## src/sdcl_pkg.sv

```systemverilog
// Shared constants and types of the synthesizer divider configuration loader
package sdcl_pkg;
  // Field widths
  localparam int LOOP_W = 9;
  localparam int CODE_W = 2;
  localparam int TEST_W = 3;
  localparam int SHIFT_W = 14;
  // Field positions in the serial shift register
  localparam int SR_LOOP_LSB = 0;
  localparam int SR_CODE_LSB = 9;
  localparam int SR_TEST_LSB = 11;
  // Reference divider and synthesis accumulator
  localparam int REF_W = 4;
  localparam int ACC_W = 24;
  localparam int ACC_FRAC = 20;
  // Reset values
  localparam logic [LOOP_W-1:0] RST_LOOP_DIV = 9'h1ff;
  localparam logic [CODE_W-1:0] RST_OUT_CODE = 2'h3;
  localparam logic [TEST_W-1:0] RST_TEST_SEL = 3'h0;
  // Test select codes
  localparam logic [TEST_W-1:0] TEST_SHIFT = 3'h0;
  localparam logic [TEST_W-1:0] TEST_HIGH = 3'h1;
  localparam logic [TEST_W-1:0] TEST_REF = 3'h2;
  localparam logic [TEST_W-1:0] TEST_LOOP = 3'h3;
  localparam logic [TEST_W-1:0] TEST_SYNTH = 3'h4;
  localparam logic [TEST_W-1:0] TEST_LOW = 3'h5;
  localparam logic [TEST_W-1:0] TEST_BYPASS = 3'h6;
  localparam logic [TEST_W-1:0] TEST_SYNTH4 = 3'h7;
  localparam logic [TEST_W-1:0] TEST_FORCED = 3'h0;
  // Loop divider range that can lock
  localparam logic [LOOP_W-1:0] LOOP_MIN = 9'h0c8;
  localparam logic [LOOP_W-1:0] LOOP_MAX = 9'h190;
  // Pin timing
  localparam int CLK_NS = 25;
  localparam int PULSE_NS = 50;
  localparam int SER_CLK_MAX_MHZ = 10;
  localparam int SER_HALF_NS = 1000 / SER_CLK_MAX_MHZ / 2;
  localparam logic [3:0] CYC_PULSE = 4'((PULSE_NS + CLK_NS - 1) / CLK_NS);
  localparam logic [3:0] CYC_HALF = 4'((SER_HALF_NS + CLK_NS - 1) / CLK_NS);
  localparam logic [3:0] SHIFT_BITS = 4'(SHIFT_W);
  // Host sequencer states
  typedef enum logic [5:0] {
    H_IDLE = 6'h01,
    H_PAR = 6'h02,
    H_SLO = 6'h04,
    H_SHI = 6'h08,
    H_LHI = 6'h10,
    H_LLO = 6'h20
  } sdcl_hstate_t;
endpackage

```

## src/sdcl_if.sv

```systemverilog
// Configuration pins between the synthesizer and its controller
`timescale 1ns/10ps
interface sdcl_if;
  logic par_load;
  logic [sdcl_pkg::LOOP_W-1:0] loop_div;
  logic [sdcl_pkg::CODE_W-1:0] out_div_code;
  logic ser_clk;
  logic ser_data;
  logic ser_load;
  logic synth_out_p;
  logic synth_out_n;
  logic test_pin;
  modport dev (
    input par_load, loop_div, out_div_code, ser_clk, ser_data, ser_load,
    output synth_out_p, synth_out_n, test_pin
  );
  modport host (
    output par_load, loop_div, out_div_code, ser_clk, ser_data, ser_load,
    input synth_out_p, synth_out_n, test_pin
  );
endinterface

```

## src/sdcl_device.sv

```systemverilog
// Synthesizer end: divider latches, serial loader, bypass dividers, test pin
// Function
// RULE_01: Output is reference/16 times loop over ratio
// RULE_02: Controller keeps loop divider within 200..400; host drives 511 from reset, any value with serial test code 110
// RULE_03: Code selects ratio 1, 2, 4 or 8
// RULE_04: Parallel strobe rising edge captures divider inputs
// RULE_05: Strobe low makes divider latches transparent
// RULE_06: Serial clock rise shifts data into register
// RULE_07: Serial loading works only with strobe high
// RULE_08: Stream order: test, code, then loop bits
// RULE_09: Each field is sent most significant first
// RULE_10: Serial load falling edge transfers shifted values
// RULE_11: Test select set only by serial stream
// RULE_12: Strobe low forces test select to zero
// RULE_13: Test select code drives the test multiplexer
// RULE_14: Code 110 bypasses loop using serial clock
// RULE_15: Bypass output divider divides by two minimum
// RULE_16: Bypass loop counter output is not symmetric
// RULE_17: Strobe low shows shift register top bit
// RULE_18: Controller sets parallel first, retunes serially later
`timescale 1ns/10ps
module sdcl_device (
  // Clock and reset
  input wire logic clk,
  input wire logic rst,
  // Configuration pins
  sdcl_if.dev pins,
  // Status
  output logic [sdcl_pkg::LOOP_W-1:0] cur_loop_div,
  output logic [sdcl_pkg::CODE_W-1:0] cur_out_code,
  output logic [sdcl_pkg::TEST_W-1:0] cur_test_sel,
  output logic bypass_active,
  output logic lock_range_ok
);
  logic parallel_load_low;
  logic ser_rise;
  logic load_fall;
  logic bypass;
  logic ser_clk_q, ser_clk_d;
  logic ser_load_q, ser_load_d;
  logic [sdcl_pkg::LOOP_W-1:0] loop_q, loop_d;
  logic [sdcl_pkg::CODE_W-1:0] code_q, code_d;
  logic [sdcl_pkg::TEST_W-1:0] test_q, test_d;
  logic [sdcl_pkg::SHIFT_W-1:0] shift_q, shift_d;
  logic [sdcl_pkg::REF_W-1:0] ref_q, ref_d;
  logic [sdcl_pkg::ACC_W-1:0] phase_q, phase_d;
  logic [31:0] step;
  logic [sdcl_pkg::LOOP_W-1:0] loop_counter_out_q, loop_counter_out_d;
  logic mpulse_q, mpulse_d;
  logic [2:0] half;
  logic [2:0] ncnt_q, ncnt_d;
  logic nout_q, nout_d;
  logic synth_q, synth_d;
  logic synthn_q, synthn_d;
  logic [1:0] fdiv_q, fdiv_d;
  logic test_pin_q, test_pin_d;
  logic lock_q, lock_d;

  // Configuration latches and serial shift register
  always_comb
  begin
    parallel_load_low = !pins.par_load;
    ser_rise = pins.ser_clk && !ser_clk_q;
    load_fall = ser_load_q && !pins.ser_load;
    ser_clk_d = pins.ser_clk;
    ser_load_d = pins.ser_load;
    loop_d = loop_q;
    code_d = code_q;
    test_d = test_q;
    shift_d = shift_q;
    // Parallel path has priority; the value seen last while low is kept [RULE_04]
    if (parallel_load_low)
    begin
      loop_d = pins.loop_div; // [RULE_05]
      code_d = pins.out_div_code; // [RULE_05]
      test_d = sdcl_pkg::TEST_FORCED; // [RULE_11] [RULE_12]
    end
    else if (load_fall)
    begin
      loop_d = shift_q[sdcl_pkg::SR_LOOP_LSB +: sdcl_pkg::LOOP_W]; // [RULE_10] [RULE_08]
      code_d = shift_q[sdcl_pkg::SR_CODE_LSB +: sdcl_pkg::CODE_W]; // [RULE_10] [RULE_08]
      test_d = shift_q[sdcl_pkg::SR_TEST_LSB +: sdcl_pkg::TEST_W]; // [RULE_10] [RULE_11]
    end
    // Shifting toward the top puts the first bit sent at the top
    if (!parallel_load_low && ser_rise)
    begin
      shift_d = {shift_q[sdcl_pkg::SHIFT_W-2:0], pins.ser_data}; // [RULE_06] [RULE_07] [RULE_09]
    end
  end

  // Reference, synthesis accumulator and bypass dividers
  always_comb
  begin
    bypass = (test_q == sdcl_pkg::TEST_BYPASS);
    ref_d = ref_q + 4'h1; // [RULE_01]
    // Aliases once the output rate passes half the clock rate
    step = 32'(loop_q) << sdcl_pkg::ACC_FRAC; // [RULE_01]
    step = step >> code_q; // [RULE_03]
    phase_d = phase_q + step[sdcl_pkg::ACC_W-1:0]; // [RULE_01]
    case (code_q)
      2'h0: half = 3'h1; // [RULE_15]
      2'h1: half = 3'h1;
      2'h2: half = 3'h2;
      default: half = 3'h4;
    endcase
    loop_counter_out_d = loop_counter_out_q;
    mpulse_d = mpulse_q;
    ncnt_d = ncnt_q;
    nout_d = nout_q;
    if (!bypass)
    begin
      loop_counter_out_d = '0;
      mpulse_d = 1'b0;
      ncnt_d = 3'h0;
      nout_d = 1'b0;
    end
    else if (ser_rise)
    begin
      // One serial period high per wrap, so the duty cycle is not even
      if (({1'b0, loop_counter_out_q} + 10'h001) >= {1'b0, loop_q})
      begin
        loop_counter_out_d = '0; // [RULE_14]
        mpulse_d = 1'b1; // [RULE_16]
      end
      else
      begin
        loop_counter_out_d = loop_counter_out_q + 9'h001;
        mpulse_d = 1'b0;
      end
      if ((ncnt_q + 3'h1) >= half)
      begin
        ncnt_d = 3'h0;
        nout_d = !nout_q; // [RULE_14] [RULE_15]
      end
      else
      begin
        ncnt_d = ncnt_q + 3'h1;
      end
    end
  end

  // Output pair, test multiplexer and status
  always_comb
  begin
    synth_d = bypass ? nout_q : phase_q[sdcl_pkg::ACC_W-1]; // [RULE_14] [RULE_01]
    synthn_d = !synth_d;
    fdiv_d = fdiv_q + {1'b0, (synth_d && !synth_q)};
    lock_d = (loop_q >= sdcl_pkg::LOOP_MIN) && (loop_q <= sdcl_pkg::LOOP_MAX);
    case (test_q)
      sdcl_pkg::TEST_SHIFT: test_pin_d = shift_q[sdcl_pkg::SHIFT_W-1]; // [RULE_13] [RULE_17]
      sdcl_pkg::TEST_HIGH: test_pin_d = 1'b1; // [RULE_13]
      sdcl_pkg::TEST_REF: test_pin_d = ref_q[sdcl_pkg::REF_W-1]; // [RULE_13]
      // A locked loop counter runs at the reference rate
      sdcl_pkg::TEST_LOOP: test_pin_d = ref_q[sdcl_pkg::REF_W-1]; // [RULE_13]
      sdcl_pkg::TEST_SYNTH: test_pin_d = synth_q; // [RULE_13]
      sdcl_pkg::TEST_LOW: test_pin_d = 1'b0; // [RULE_13]
      sdcl_pkg::TEST_BYPASS: test_pin_d = mpulse_q; // [RULE_14]
      sdcl_pkg::TEST_SYNTH4: test_pin_d = fdiv_q[1]; // [RULE_13]
      default: test_pin_d = 1'b0;
    endcase
  end

  always_ff @(posedge clk)
  begin
    if (rst)
    begin
      ser_clk_q <= 1'b0;
      ser_load_q <= 1'b0;
      loop_q <= sdcl_pkg::RST_LOOP_DIV;
      code_q <= sdcl_pkg::RST_OUT_CODE;
      test_q <= sdcl_pkg::RST_TEST_SEL;
      shift_q <= '0;
      ref_q <= '0;
      phase_q <= '0;
      loop_counter_out_q <= '0;
      mpulse_q <= 1'b0;
      ncnt_q <= 3'h0;
      nout_q <= 1'b0;
      synth_q <= 1'b0;
      synthn_q <= 1'b1;
      fdiv_q <= 2'h0;
      test_pin_q <= 1'b0;
      lock_q <= 1'b0;
    end
    else
    begin
      ser_clk_q <= ser_clk_d;
      ser_load_q <= ser_load_d;
      loop_q <= loop_d;
      code_q <= code_d;
      test_q <= test_d;
      shift_q <= shift_d;
      ref_q <= ref_d;
      phase_q <= phase_d;
      loop_counter_out_q <= loop_counter_out_d;
      mpulse_q <= mpulse_d;
      ncnt_q <= ncnt_d;
      nout_q <= nout_d;
      synth_q <= synth_d;
      synthn_q <= synthn_d;
      fdiv_q <= fdiv_d;
      test_pin_q <= test_pin_d;
      lock_q <= lock_d;
    end
  end

  assign pins.synth_out_p = synth_q;
  assign pins.synth_out_n = synthn_q;
  assign pins.test_pin = test_pin_q;
  assign cur_loop_div = loop_q;
  assign cur_out_code = code_q;
  assign cur_test_sel = test_q;
  assign bypass_active = bypass;
  assign lock_range_ok = lock_q;
endmodule

```

## src/flat_wrapper.sv

```systemverilog
// flat-port wrapper written by rule: the top's interface ports become plain ports
module sdcl_device_flat 
  (clk, rst, cur_loop_div, cur_out_code, cur_test_sel, bypass_active, lock_range_ok, pins_par_load, pins_loop_div, pins_out_div_code, pins_ser_clk, pins_ser_data, pins_ser_load, pins_synth_out_p, pins_synth_out_n, pins_test_pin);
  sdcl_if pins_i ();
  input wire logic clk;
  input wire logic rst;
  output logic [sdcl_pkg::LOOP_W-1:0] cur_loop_div;
  output logic [sdcl_pkg::CODE_W-1:0] cur_out_code;
  output logic [sdcl_pkg::TEST_W-1:0] cur_test_sel;
  output logic bypass_active;
  output logic lock_range_ok;
  input wire logic [$bits(pins_i.par_load)-1:0] pins_par_load;
  input wire logic [$bits(pins_i.loop_div)-1:0] pins_loop_div;
  input wire logic [$bits(pins_i.out_div_code)-1:0] pins_out_div_code;
  input wire logic [$bits(pins_i.ser_clk)-1:0] pins_ser_clk;
  input wire logic [$bits(pins_i.ser_data)-1:0] pins_ser_data;
  input wire logic [$bits(pins_i.ser_load)-1:0] pins_ser_load;
  output wire logic [$bits(pins_i.synth_out_p)-1:0] pins_synth_out_p;
  output wire logic [$bits(pins_i.synth_out_n)-1:0] pins_synth_out_n;
  output wire logic [$bits(pins_i.test_pin)-1:0] pins_test_pin;
  assign pins_i.par_load = pins_par_load;
  assign pins_i.loop_div = pins_loop_div;
  assign pins_i.out_div_code = pins_out_div_code;
  assign pins_i.ser_clk = pins_ser_clk;
  assign pins_i.ser_data = pins_ser_data;
  assign pins_i.ser_load = pins_ser_load;
  assign pins_synth_out_p = pins_i.synth_out_p;
  assign pins_synth_out_n = pins_i.synth_out_n;
  assign pins_test_pin = pins_i.test_pin;
  sdcl_device u_core (.clk(clk), .rst(rst), .pins(pins_i), .cur_loop_div(cur_loop_div), .cur_out_code(cur_out_code), .cur_test_sel(cur_test_sel), .bypass_active(bypass_active), .lock_range_ok(lock_range_ok));
endmodule
```

## config.mk

```make
export PLATFORM = sky130hd
export DESIGN_NAME = sdcl_device_flat
export DESIGN_NICKNAME = d
export VERILOG_FILES = /design/src/sdcl_pkg.sv /design/src/sdcl_if.sv /design/src/sdcl_device.sv /design/src/flat_wrapper.sv
export SDC_FILE = /design/constraint.sdc
export NUM_CORES = 1
export LEC_CHECK = 0
export BUFFER_PORTS_ARGS = -buffer_cell sky130_fd_sc_hd__clkbuf_2
export CAP_MARGIN = 20
export CORE_ASPECT_RATIO = 0.9
export CORE_MARGIN = 2
export CORE_UTILIZATION = 40
export CTS_CLUSTER_DIAMETER = 80
export DETAILED_ROUTE_END_ITERATION = 6
export GPL_TIMING_DRIVEN = 0
export HOLD_SLACK_MARGIN = 0.02
export PLACE_DENSITY_LB_ADDON = 0.15
export SYNTH_ARGS = -nofsm -noshare
export SYNTH_HDL_FRONTEND = slang
export SYNTH_SLANG_ARGS = --single-unit
export TNS_END_PERCENT = 20
```

## constraint.sdc

```tcl
create_clock -name clk -period 2 [get_ports clk]
set_input_delay 0.1 -clock clk [delete_from_list [all_inputs] [get_ports clk]]
set_output_delay 0.1 -clock clk [all_outputs]
set_load 0.03 [all_outputs]
```

==> impl_metrics.py <==
metrics = {
    "outcome": {
        "status": "finished with violations",
        "violations": "setup timing",
    },
    "setup_path": {
        "regToRegStartpoint": "u_core.loop_counter_out_q[6]",
        "criticalPathCategory": "flop to flop",
        "startpoint_type": "flop",
        "cp_max_fo": 8,
        "rrSetupSlack_ns": -0.07,
        "cp.required_ns": 2.26,
        "rr_endpoint": "u_core.loop_counter_out_q[0]",
        "worst_setup_path_end_kind": "flop",
        "worstPathArrival_ns": 2.33,
        "critPathLaunch": "u_core.loop_counter_out_q[6]",
        "r2r_cells": 9,
        "cp-endpoint": "u_core.loop_counter_out_q[0]",
    },
    "clock_network": {
        "cts_buffer_depth": 2,
        "clock-root-buffer": "clkbuf_8",
        "clk_pin_slew_worst_paths_ns": 0.08,
        "numCtsBuffers": 9,
        "cts_sinks": 61,
        "cts_tree": "done",
        "clk_latency_ns": 0.35,
        "cts.htree.levels": 3,
    },
    "hold_path": {
        "min_path_type": "input port to flop",
    },
    "floorplan": {
        "dieHeight_um": 87.98,
        "coreArea_um2": 7582,
        "ios": 36,
        "start_util_pct": 41.34,
        "fp-row-count": 30,
        "die_area_um2": 8560,
        "fp.dieW_um": 97.31,
    },
    "yosys": {
        "post-synth-top-count-cell": "dfxtp_1",
        "synthTopCellsByArea": "dfxtp_1, ha_1, mux2i_1",
        "yosysWarnings": 0,
        "synthTopCellsByCount": "dfxtp_1, nand2_1, a21oi_1",
        "synth_cells": 361,
        "synth_cell_types": 47,
        "syn_nets": 401,
        "ys_ff_latch": 61,
        "avgSynthCellArea_um2": 8.682,
        "ys.flop_type": "dfxtp_1",
        "async_reset_ff_share_pct": 0,
        "syn_area_um2": 3134,
        "synth_top_area_share_pct": 38.96,
        "yosysSeqAreaShare_pct": 38.96,
        "yosys.area.top_type": "dfxtp_1",
        "synth_edf_count": 0,
    },
    "placed_design": {
        "place_inst": 491,
        "dp_hpwl_mm": 5.292,
        "routabilityCongestion": 0.8055,
        "placed_area_um2": 3461,
        "port_buffers": 34,
    },
    "routing": {
        "wl_mm": 7.131,
        "wire_per_inst_um": 13.85,
        "drt_iter0_markers": 148,
        "vias": 2573,
        "first_pass_iters": 4,
        "drc_errors": 0,
        "vias_per_cell": 4.996,
        "antenna_left": 0,
    },
    "layout": {
        "area_growth_pct": 21.36,
        "utilization_pct": 50.17,
        "final_nets": 454,
        "final_cells": 515,
        "design_area_um2": 3804,
        "nFillCells": 756,
        "drive_gt1_share_pct": 23.87,
        "diodes": 0,
    },
    "sta": {
        "rsz0062_at_grt": "yes",
        "timing.final.ws_setup_ns": -0.07220,
        "post-route-period-util_pct": 103.6,
        "relSlewSlack_pct": 60.82,
        "worst_slew_pin_slew_ns": 0.5877,
        "finalSetupViolCount": 9,
        "max_freq_ghz": 0.4826,
        "hold_viol": 0,
        "fin_worst_skew_ns": 0.01075,
        "hold_ws_ns": 0.06775,
        "slew_viol_final": 0,
        "period_minus_slack_ns": 2.072,
    },
    "grt": {
        "grt_pass1_wl_mm": 12.09,
        "grt_max_degree": 13,
        "grt_usage_pct": 17.92,
        "antenna_found_initial": 0,
        "grt-ovfl-total": 0,
        "grt_pass1_vias": 2533,
    },
    "pwr": {
        "peakVddDrop_uv": 386.0,
        "p_leak_nw": 1.771,
        "power.density_nw_per_um2": 867.6,
    },
    "job": {
        "drv_cap": 0,
    },
}
cell usage in the layout, fill, tap and decap left out, drive strengths merged, types with 2 or more instances in the layout:
cell / Yosys / routed
and2: 2 / 2
a31oi: 2 / 2
nand2: 48 / 48
buf: 11 / 16
a21o: 4 / 4
o21ai: 14 / 14
nand4: 3 / 3
nand3: 14 / 14
xnor2: 13 / 13
inv: 13 / 15
clkinv: 0 / 2
dlygate4sd3: 0 / 3
dfxtp: 61 / 61
o31ai: 2 / 2
xor2: 4 / 4
nor4b: 2 / 2
nor2: 36 / 36
and3: 3 / 3
nand2b: 4 / 4
a21oi: 36 / 36
mux2i: 24 / 24
nor2b: 7 / 7
or2: 12 / 12
clkbuf: 5 / 49
ha: 22 / 22
a211oi: 6 / 6
sequential cells by signal, summed over array words and instances, names as in the netlist, 2 cells and up:
register / count
u_core.shift_q: 14
u_core.cur_loop_div: 9
u_core.loop_counter_out_q: 9
u_core.phase_q: 7
u_core.ref_q: 4
u_core.cur_test_sel: 3
u_core.ncnt_q: 3
u_core.cur_out_code: 2
u_core.fdiv_q: 2
final cells by class:
| type | count | area (µm²) | area share (%) |
|---|---|---|---|
| clock buffers | 10 | 137.6 | 3.618 |
| repair buffers | 43 | 245.2 | 6.447 |
| well taps | 96 | 120.1 | 3.158 |
| flip-flops and latches | 61 | 1246 | 32.76 |
| inverters | 13 | 48.80 | 1.283 |
| plain buffers | 15 | 85.08 | 2.237 |
| clock inverters | 6 | 70.07 | 1.842 |
| multi-input cells | 271 | 1851 | 48.65 |
metrics by stage:
step	worst slack (ns)	setup TNS (ns)	total power, mW
detailed placement	-0.2729	-2.420	2.143
global route	-0.2175	-1.896	3.507
CTS	-0.07028	-0.4207	3.323
finish	-0.07220	-0.3565	3.300
floorplan	-0.02058	-0.02058	1.976
global placement	-0.2649	-2.281	2.129
cell families after synthesis:
logic type | after synthesis | synth area share, %
flip-flops | 61 | 38.96
XOR/XNOR | 17 | 4.750
adder cells (fa/ha/maj) | 23 | 9.421
AND/OR/NAND/NOR | 137 | 20.84
AO/OA/AOI/OAI | 69 | 13.57
buffers and inverters | 29 | 4.431
multiplexers | 25 | 8.024
power breakdown:
part | leakage (nW) | internal, mW | switching [mW]
clock | 0.103 | 0.618 | 0.521
sequential | 0.503 | 1.31 | 0.0724
combinational | 1.16 | 0.360 | 0.416
total | 1.77 | 2.29 | 1.01
routing by layer:
layer | track usage, % | part of all wire (%) | vias up
met1 | 23.57 | 50 | 1188
met4 | 4.924 | 1.0 | 0
met2 | 29.29 | 45 | 34
met5 | 0 | 0 | -
met3 | 5.108 | 3.7 | 7
li1 | - | - | 1344
worst min path at each step:
stage                             endpoint             start  slack (ns)  depth (start not counted)
floorplan                 u_core.ser_clk_q      pins_ser_clk        0.23                          1
global placement         u_core.ser_load_q     pins_ser_load        0.33                          2
detailed placement       u_core.shift_q[0]     pins_ser_data        0.34                          3
CTS                 u_core.cur_loop_div[1]  pins_loop_div[1]        0.06                          4
global route        u_core.cur_loop_div[6]  pins_loop_div[6]        0.07                          4
finish              u_core.cur_loop_div[6]  pins_loop_div[6]        0.07                          4
critical path, stage by stage, from the launching register on:
cell      delay [ns]
dfxtp_2         0.38
and3_1          0.19
nand4_1         0.15
xnor2_2         0.18
ha_1            0.33
nand3_1         0.12
nor2_1          0.07
a21oi_2         0.22
o211ai_4        0.16
o31ai_2         0.19
repair_timing:
action | 4_1_cts | 5_1_grt
hold buffers | 3 | 0
hold endpoints to repair | 3 | 0
buffers inserted | 5 | 1
resized for setup | 13 | 10
setup endpoints to repair | 12 | 14
cloned | 0 | 0
pin swaps | 11 | 3
No activity file was read; power rests on OpenSTA's default activity.
